==> src/logic/ccl_pkg.sv <==
// shared constants and types of the comparator control logic
package ccl_pkg;

	// ====================================================
	// bus geometry
	localparam int ADDR_W = 8;
	localparam int DATA_W = 8;

	// ====================================================
	// register offsets
	localparam logic [7:0] CSR_OFFSET      = 8'h08;
	localparam logic [7:0] EVT_STAT_OFFSET = 8'h0C;
	localparam logic [7:0] EVT_MASK_OFFSET = 8'h0D;

	// ====================================================
	// field positions of the control and status register
	localparam int BIT_POWER_OFF = 7;
	localparam int BIT_RESERVED  = 6;
	localparam int BIT_OUT_LEVEL = 5;
	localparam int BIT_FLAG      = 4;
	localparam int BIT_IRQ_EN    = 3;
	localparam int BIT_ROUTE     = 2;
	localparam int BIT_MODE_HI   = 1;
	localparam int BIT_MODE_LO   = 0;

	// ====================================================
	// reset values
	localparam logic [7:0] CSR_RESET      = 8'h00;
	localparam logic [1:0] EVT_RESET      = 2'h0;
	localparam logic [7:0] RDATA_IDLE     = 8'h00;

	// ====================================================
	// event status layout (sticky bits, write one to clear)
	localparam int EVT_W          = 2;
	localparam int EVT_BIT_MATCH  = 0;
	localparam int EVT_BIT_TOGGLE = 1;

	// ====================================================
	// synchroniser depth for the comparator decision
	localparam int SYNC_STAGES = 3;

	// ====================================================
	// event mode select encodings
	typedef enum logic [1:0] {
		MODE_TOGGLE   = 2'h0,
		MODE_RESERVED = 2'h1,
		MODE_FALL     = 2'h2,
		MODE_RISE     = 2'h3
	} ccl_mode_type;

	// control and status register image, bit 7 down to bit 0
	typedef struct packed {
		logic         power_off;
		logic         reserved;
		logic         out_level;
		logic         flag;
		logic         irq_en;
		logic         route;
		ccl_mode_type mode;
	} ccl_csr_type;

	// one register bus request
	typedef struct packed {
		logic [7:0] addr;
		logic [7:0] wdata;
		logic       wr;
		logic       rd;
	} ccl_req_type;

endpackage

==> src/logic/ccl_sync.sv <==
// three-stage synchroniser with agreement filter
`timescale 1ns/10ps
module ccl_sync #(
	parameter int STAGES = 3
) (
	input  logic clk,
	input  logic rst_n,
	input  logic ce,
	input  logic d,
	output logic q
);

	logic [STAGES-1:0] chain;

	// ====================================================
	// shift chain; only the next stage reads the first flop
	always_ff @(posedge clk or negedge rst_n) begin
		if (!rst_n) begin
			chain <= '0;
		end else if (ce) begin
			chain <= {chain[STAGES-2:0], d};
		end
	end

	// ====================================================
	// accept a change only once the last two stages agree
	always_ff @(posedge clk or negedge rst_n) begin
		if (!rst_n) begin
			q <= 1'b0;
		end else if (ce && chain[STAGES-1] == chain[STAGES-2]) begin
			q <= chain[STAGES-1];
		end
	end

endmodule

==> src/logic/ccl_edge.sv <==
// edge detector that picks the flagged event by mode
`timescale 1ns/10ps
module ccl_edge (
	input  logic                 clk,
	input  logic                 rst_n,
	input  logic                 ce,
	input  logic                 level,
	input  ccl_pkg::ccl_mode_type mode,
	output logic                 hit,
	output logic                 toggle
);

	logic prev;

	// ====================================================
	// previous level; frozen with the clock enable
	always_ff @(posedge clk or negedge rst_n) begin
		if (!rst_n) begin
			prev <= 1'b0;
		end else if (ce) begin
			prev <= level;
		end
	end

	// ====================================================
	// event select; the reserved code never fires
	always_comb begin
		toggle = ce && (prev != level);
		unique case (mode)
			ccl_pkg::MODE_TOGGLE:   hit = toggle;
			ccl_pkg::MODE_RESERVED: hit = 1'b0;
			ccl_pkg::MODE_FALL:     hit = toggle && !level;
			ccl_pkg::MODE_RISE:     hit = toggle && level;
		endcase
	end

endmodule

==> src/logic/ccl_top.sv <==
// comparator control and status logic, top level
//
// What this block does
// RULE_01 - output level is high when positive input exceeds negative input
// RULE_02 - bit 7 is read/write and powers the comparator off when set
// RULE_03 - software clears irq enable before changing the power-off bit
// RULE_04 - bit 6 is reserved, reads zero, ignores writes
// RULE_05 - bit 5 is read-only and shows the present output level
// RULE_06 - bit 4 flag sets when a transition matches the selected mode
// RULE_07 - irq requested only with flag, enable bit 3 and global bit
// RULE_08 - flag clears on vector execution or written one; zero ignored
// RULE_09 - bit 2 routes the output to the timer capture front end
// RULE_10 - software must also enable the timer capture interrupt
// RULE_11 - bits 1:0 select toggle, reserved, falling or rising edge
// RULE_12 - software clears irq enable before changing mode bits
// RULE_13 - single-bit set or clear on other bits clears a set flag
// RULE_14 - comparator output is synchronised before edge detection
//
// Local design decision: the address-and-strobe port.
`timescale 1ns/10ps
module ccl_top (
	input  logic       MCLK,
	input  logic       RST_N,
	input  logic       CE,
	input  logic [7:0] ADDR,
	input  logic [7:0] WDATA,
	input  logic       WR,
	input  logic       RD,
	output logic [7:0] RDATA,
	input  logic       COMP_RAW,
	input  logic       GLOBAL_IRQ_EN,
	input  logic       VECTOR_ACK,
	output logic       COMP_POWER_OFF,
	output logic       COMP_IRQ,
	output logic       CAPTURE_INPUT,
	output logic       IRQ
);

	// ====================================================
	// declarations
	ccl_pkg::ccl_req_type  req;
	ccl_pkg::ccl_csr_type  csr_view;
	logic                  power_off;
	logic                  flag;
	logic                  irq_en;
	logic                  route;
	ccl_pkg::ccl_mode_type mode;
	logic                  out_level;
	logic                  gated_raw;
	logic                  hit;
	logic                  toggle;
	logic                  csr_wr;
	logic                  stat_wr;
	logic                  mask_wr;
	logic [ccl_pkg::EVT_W-1:0] evt_stat;
	logic [ccl_pkg::EVT_W-1:0] evt_mask;
	logic [ccl_pkg::EVT_W-1:0] evt_set;
	logic [ccl_pkg::EVT_W-1:0] next_evt_stat;
	logic                  next_flag;
	logic [7:0]            next_rdata;

	// ====================================================
	// request bundle and address decode
	assign req.addr  = ADDR;
	assign req.wdata = WDATA;
	assign req.wr    = WR;
	assign req.rd    = RD;
	assign csr_wr  = CE && req.wr && req.addr == ccl_pkg::CSR_OFFSET;
	assign stat_wr = CE && req.wr
		&& req.addr == ccl_pkg::EVT_STAT_OFFSET;
	assign mask_wr = CE && req.wr
		&& req.addr == ccl_pkg::EVT_MASK_OFFSET;

	// ====================================================
	// comparator decision path
	// a powered-off comparator reads low instead of floating
	assign gated_raw = COMP_RAW && !power_off; // RULE_01

	// the analog decision is asynchronous to MCLK
	ccl_sync #(
		.STAGES (ccl_pkg::SYNC_STAGES)
	) u_sync (
		.clk   (MCLK),
		.rst_n (RST_N),
		.ce    (CE),
		.d     (gated_raw),
		.q     (out_level)
	); // RULE_14

	ccl_edge u_edge (
		.clk    (MCLK),
		.rst_n  (RST_N),
		.ce     (CE),
		.level  (out_level),
		.mode   (mode),
		.hit    (hit),
		.toggle (toggle)
	); // RULE_11

	// ====================================================
	// power-off control, writable at any moment
	always_ff @(posedge MCLK or negedge RST_N) begin
		if (!RST_N) begin
			power_off <= ccl_pkg::CSR_RESET[ccl_pkg::BIT_POWER_OFF];
		end else if (csr_wr) begin
			power_off <= req.wdata[ccl_pkg::BIT_POWER_OFF]; // RULE_02
		end
	end

	// ====================================================
	// enable, route and mode fields
	// changing enable or mode while armed may raise a
	// spurious flag; software is expected to disarm first
	always_ff @(posedge MCLK or negedge RST_N) begin
		if (!RST_N) begin
			irq_en <= ccl_pkg::CSR_RESET[ccl_pkg::BIT_IRQ_EN];
			route  <= ccl_pkg::CSR_RESET[ccl_pkg::BIT_ROUTE];
			mode   <= ccl_pkg::ccl_mode_type'(
				ccl_pkg::CSR_RESET[ccl_pkg::BIT_MODE_HI:
					ccl_pkg::BIT_MODE_LO]);
		end else if (csr_wr) begin
			irq_en <= req.wdata[ccl_pkg::BIT_IRQ_EN];
			route  <= req.wdata[ccl_pkg::BIT_ROUTE]; // RULE_09
			mode   <= ccl_pkg::ccl_mode_type'(
				req.wdata[ccl_pkg::BIT_MODE_HI:
					ccl_pkg::BIT_MODE_LO]); // RULE_11
		end
	end

	// ====================================================
	// event flag: set wins over either clear
	// a read-modify-write that sees the flag set writes the
	// one back and so clears it; that is left to software
	always_comb begin
		next_flag = flag;
		if ((csr_wr && req.wdata[ccl_pkg::BIT_FLAG]) || VECTOR_ACK) begin
			next_flag = 1'b0; // RULE_08
		end
		if (hit) begin
			next_flag = 1'b1; // RULE_06
		end
	end

	always_ff @(posedge MCLK or negedge RST_N) begin
		if (!RST_N) begin
			flag <= ccl_pkg::CSR_RESET[ccl_pkg::BIT_FLAG];
		end else if (CE) begin
			flag <= next_flag;
		end
	end

	// ====================================================
	// interrupt request toward the processor
	always_ff @(posedge MCLK or negedge RST_N) begin
		if (!RST_N) begin
			COMP_IRQ <= 1'b0;
		end else if (CE) begin
			COMP_IRQ <= flag && irq_en && GLOBAL_IRQ_EN; // RULE_07
		end
	end

	// ====================================================
	// capture routing; no path while the route bit is clear
	always_ff @(posedge MCLK or negedge RST_N) begin
		if (!RST_N) begin
			CAPTURE_INPUT <= 1'b0;
		end else if (CE) begin
			CAPTURE_INPUT <= route && out_level; // RULE_09
		end
	end

	// ====================================================
	// power-off pin straight from its field flop
	assign COMP_POWER_OFF = power_off; // RULE_02

	// ====================================================
	// sticky event status, write one to clear, set wins
	assign evt_set[ccl_pkg::EVT_BIT_MATCH]  = hit;
	assign evt_set[ccl_pkg::EVT_BIT_TOGGLE] = toggle;

	always_comb begin
		next_evt_stat = evt_stat;
		if (stat_wr) begin
			next_evt_stat = evt_stat & ~req.wdata[ccl_pkg::EVT_W-1:0];
		end
		next_evt_stat = next_evt_stat | evt_set;
	end

	always_ff @(posedge MCLK or negedge RST_N) begin
		if (!RST_N) begin
			evt_stat <= ccl_pkg::EVT_RESET;
		end else if (CE) begin
			evt_stat <= next_evt_stat;
		end
	end

	// ====================================================
	// event mask
	always_ff @(posedge MCLK or negedge RST_N) begin
		if (!RST_N) begin
			evt_mask <= ccl_pkg::EVT_RESET;
		end else if (mask_wr) begin
			evt_mask <= req.wdata[ccl_pkg::EVT_W-1:0];
		end
	end

	// ====================================================
	// level interrupt, one cycle behind the status bits
	always_ff @(posedge MCLK or negedge RST_N) begin
		if (!RST_N) begin
			IRQ <= 1'b0;
		end else if (CE) begin
			IRQ <= |(evt_stat & evt_mask);
		end
	end

	// ====================================================
	// read path; data stand until the next enabled cycle without a read, then idle
	always_comb begin
		csr_view.power_off = power_off;
		csr_view.reserved  = 1'b0; // RULE_04
		csr_view.out_level = out_level; // RULE_05
		csr_view.flag      = flag;
		csr_view.irq_en    = irq_en;
		csr_view.route     = route;
		csr_view.mode      = mode;
		next_rdata = ccl_pkg::RDATA_IDLE;
		if (req.rd) begin
			unique case (req.addr)
				ccl_pkg::CSR_OFFSET: next_rdata = csr_view;
				ccl_pkg::EVT_STAT_OFFSET:
					next_rdata = {{(8-ccl_pkg::EVT_W){1'b0}}, evt_stat};
				ccl_pkg::EVT_MASK_OFFSET:
					next_rdata = {{(8-ccl_pkg::EVT_W){1'b0}}, evt_mask};
				default: next_rdata = ccl_pkg::RDATA_IDLE;
			endcase
		end
	end

	always_ff @(posedge MCLK or negedge RST_N) begin
		if (!RST_N) begin
			RDATA <= ccl_pkg::RDATA_IDLE;
		end else if (CE) begin
			RDATA <= next_rdata;
		end
	end
endmodule

==> config.mk <==
export PLATFORM = sky130hd
export DESIGN_NAME = ccl_top
export DESIGN_NICKNAME = d
export VERILOG_FILES = /design/src/logic/ccl_pkg.sv /design/src/logic/ccl_sync.sv /design/src/logic/ccl_edge.sv /design/src/logic/ccl_top.sv
export SDC_FILE = /design/constraint.sdc
export NUM_CORES = 1
export LEC_CHECK = 0
export ABC_AREA = 0
export BUFFER_PORTS_ARGS = -buffer_cell sky130_fd_sc_hd__buf_2
export CELL_PAD_IN_SITES_DETAIL_PLACEMENT = 0
export CELL_PAD_IN_SITES_GLOBAL_PLACEMENT = 1
export CORE_ASPECT_RATIO = 0.9
export CORE_MARGIN = 5
export CORE_UTILIZATION = 41
export DETAILED_ROUTE_END_ITERATION = 6
export PLACE_DENSITY = 0.87
export RECOVER_POWER = 100
export SETUP_SLACK_MARGIN = 0.15
export SLEW_MARGIN = 5
export SYNTH_ARGS = -nofsm -noshare
export SYNTH_HDL_FRONTEND = slang
export SYNTH_SLANG_ARGS = --single-unit
==> constraint.sdc <==
create_clock -name MCLK -period 2.2 [get_ports MCLK]
set_input_delay 0.11 -clock MCLK [delete_from_list [all_inputs] [get_ports MCLK]]
set_output_delay 0.11 -clock MCLK [all_outputs]
set_load 0.1 [all_outputs]
==> results.toml <==
[status]
status = "finished clean"

[hold_path]
min_path_type = "primary input to flip-flop"

[detailed_routing]
wl_met3_microns = 99
dr.pass1.iters = 4
drt_wl_total_microns = 2520
routed.top_layer = "met4"
wl_met2_microns = 1230
routedWlPerCell_microns = 14.5
wirelength_met1_microns = 1160
postRouteAntennaNets = 0
drc = 0
vias = 905
vias_per_cell = 5.23
drt-initial-drc-count = 20

[place]
finalWeightedCongestion = 0.715
dp_hpwl_microns = 1900
io_buffer_count = 32
place_ws_ns = 0.721

[synth]
yosysTopAreaCell = "dfrtp_1"
ys.flop_type = "dfrtp_1"
synth-edff-count = 0
ys_ff_latch = 25
synth_nets = 123
synth_area_sq_mm = 0.00117
synthArstFlopShare = 1.00
synth_top_area_frac = 0.534
syn_avg_cell_area_sq_um = 11.8
ys_warn_count = 0
ys_seq_area_frac = 0.534
synth.area.top_cells = "dfrtp_1 53%, mux2_2 9.6%, o2bb2ai_1 6.7%"
syn-instance-count = 99
yosysMostFrequentCell = "dfrtp_1"
netlist_top_cells_count = "25 x dfrtp_1, 10 x mux2_2, 9 x o2bb2ai_1"
yosysUniqueCellTypes = 29

[floorplanning]
fp.coreArea_sq_mm = 0.00275
die_x_microns = 66.3
fp.dieArea_sq_mm = 0.00403
start_util = 0.426
io_pins = 36
die_h_microns = 60.7
std_cell_rows = 18

[power]
pwr-share-clk = 0.231
power.total_mw = 0.900
peakVddDrop_uv = 371
switchingPower_mw = 0.269
p_per_area_mw_per_mm2 = 653
comb_power_share = 0.185
p_leak_nw = 0.626
p_int_mw = 0.631
seqPwrFrac = 0.584
p_sw_frac = 0.299

[global_route]
grt_start_max_net_pins = 26
grt_overflow = 0
grt.total_usage = 0.136
antenna_found_initial = 0
grt_pass1_wl_microns = 4240
grt_pass1_vias = 911

[critical_path]
path_max_fanout = 4
startpoint_type = "flip-flop"
critPathBufInv = 1
crit_chain = "clkbuf_1"
cp_top_family = "buffers and inverters"
arrival_ns = 1.60
required_ns = 2.09
end_kind = "primary output"
crit_path_top_delay_cell = "clkbuf_1"
critPathKind = "flip-flop to primary output"
critPathMaxStageDelay_ns = 0.88

[timing]
fin_crit_ns = 1.71
fin_skew_ns = 0.0107
max_freq_mhz = 585
final_hold_viol_count = 0
period_share = 0.777
maxSlewHeadroom = 0.124
tns_ns = 0
fin_ws_ns = 0.490
maxSlewViolCount = 0
rsz0062_at_grt = "no"
setup_viol = 0
worstMarginPinSlew_ns = 1.31

[clocking]
cts_root_buf = "clkbuf_4"
clock_latency_ns = 0.32
clk_pin_slew_ns = 0.14
h-tree-depth = 1
clock_sinks = 25
cts_inserted_buffers = 3
cts_tree = "yes"
clockBufferDepth = 2

[run]
drv_cap = 0

[cells_and_area]
fillers = 275
diodes = 0
nets = 158
syn_to_final_growth_pct = 17.6
layout-drive-gt1-share = 0.263
-- flip-flops by register name (all words and copies together), names as in the netlist --
| register | flops |
|---|---|
| RDATA | 7 |
| u_sync.chain | 3 |
| evt_mask | 2 |
| evt_stat | 2 |
| mode | 2 |
| CAPTURE_INPUT | 1 |
| COMP_IRQ | 1 |
| COMP_POWER_OFF | 1 |
| IRQ | 1 |
| flag | 1 |
| irq_en | 1 |
| route | 1 |
| u_edge.prev | 1 |
| u_sync.q | 1 |
-- cell type report --
cell class	count	area (sq um)	area share
clock buffer	4	26.3	0.0191
sequential	25	626	0.454
inverter	6	22.5	0.0163
multi-input combinational	64	489	0.355
timing repair buffer	34	164	0.119
tap	40	50.0	0.0363
-- cells in the final DEF (no fill, tap or decap), types with 4 or more instances in the layout --
| master | netlist | layout |
|---|---|---|
| dfrtp_1 | 25 | 25 |
| buf_2 | 0 | 19 |
| clkbuf_1 | 2 | 14 |
| mux2_2 | 10 | 10 |
| o2bb2ai_1 | 9 | 9 |
| nand2_1 | 7 | 7 |
| inv_1 | 6 | 6 |
| nor2_1 | 5 | 5 |
| nand4_1 | 4 | 5 |
| o21ai_0 | 4 | 4 |
-- logic make-up after synthesis --
| kind of cell | count (synthesis) | synth area share |
|---|---|---|
| flops | 25 | 0.534 |
| compound gates | 24 | 0.157 |
| other cells | 1 | 0.00320 |
| buf+inv | 10 | 0.0353 |
| mux | 10 | 0.0962 |
| simple gates | 28 | 0.167 |
| xor+xnor | 1 | 0.00748 |
-- power by group through the flow --
stage          registers, mW  logic (mW)  clock network (mW)
2_1_floorplan          0.542       0.101                   0
3_3_place_gp           0.531       0.162                   0
3_5_place_dp           0.534       0.169                   0
4_1_cts                0.525       0.170               0.212
5_1_grt                0.532       0.187               0.228
6_report               0.526       0.166               0.208
-- what timing repair did --
| action | CTS | global route |
|---|---|---|
| hold buffers | 1 | 1 |
| hold endpoints to repair | 25 | 1 |
| resized for setup | 0 | 0 |
| setup buffers | 0 | 0 |
-- metal layers --
metal,up-vias,global-route usage
met5,-,0
met4,0,0.0348
met3,4,0.0241
met2,19,0.231
met1,447,0.184
li1,435,-
-- through the flow --
stage	util	area (sq um)	hold WS, ns	cells
final	0.501	1380	0.00209	173
after global routing	0.501	1380	0.00716	173
after CTS	0.509	1400	0.00675	172
after detailed placement	0.496	1360	0.136	167
after global placement	0.496	1360	0.117	167
after floorplan	-	1170	-0.186	99
-- worst paths after layout --
| kind | slack [ns] | to | from | cells after the start |
|---|---|---|---|---|
| max | 0.49 | COMP_POWER_OFF | COMP_POWER_OFF | 1 |
| min | 0.002 | COMP_IRQ | GLOBAL_IRQ_EN | 3 |
| max reg2reg | 0.79 | flag | mode[0] | 3 |
| min reg2reg | 0.50 | RDATA[7] | RDATA[7] | 1 |
| max in group asynchronous | 0.84 | COMP_POWER_OFF | RST_N | 2 |
| min in group asynchronous | 0.59 | evt_stat[1] | RST_N | 2 |
(Power assumes the default switching activity.)
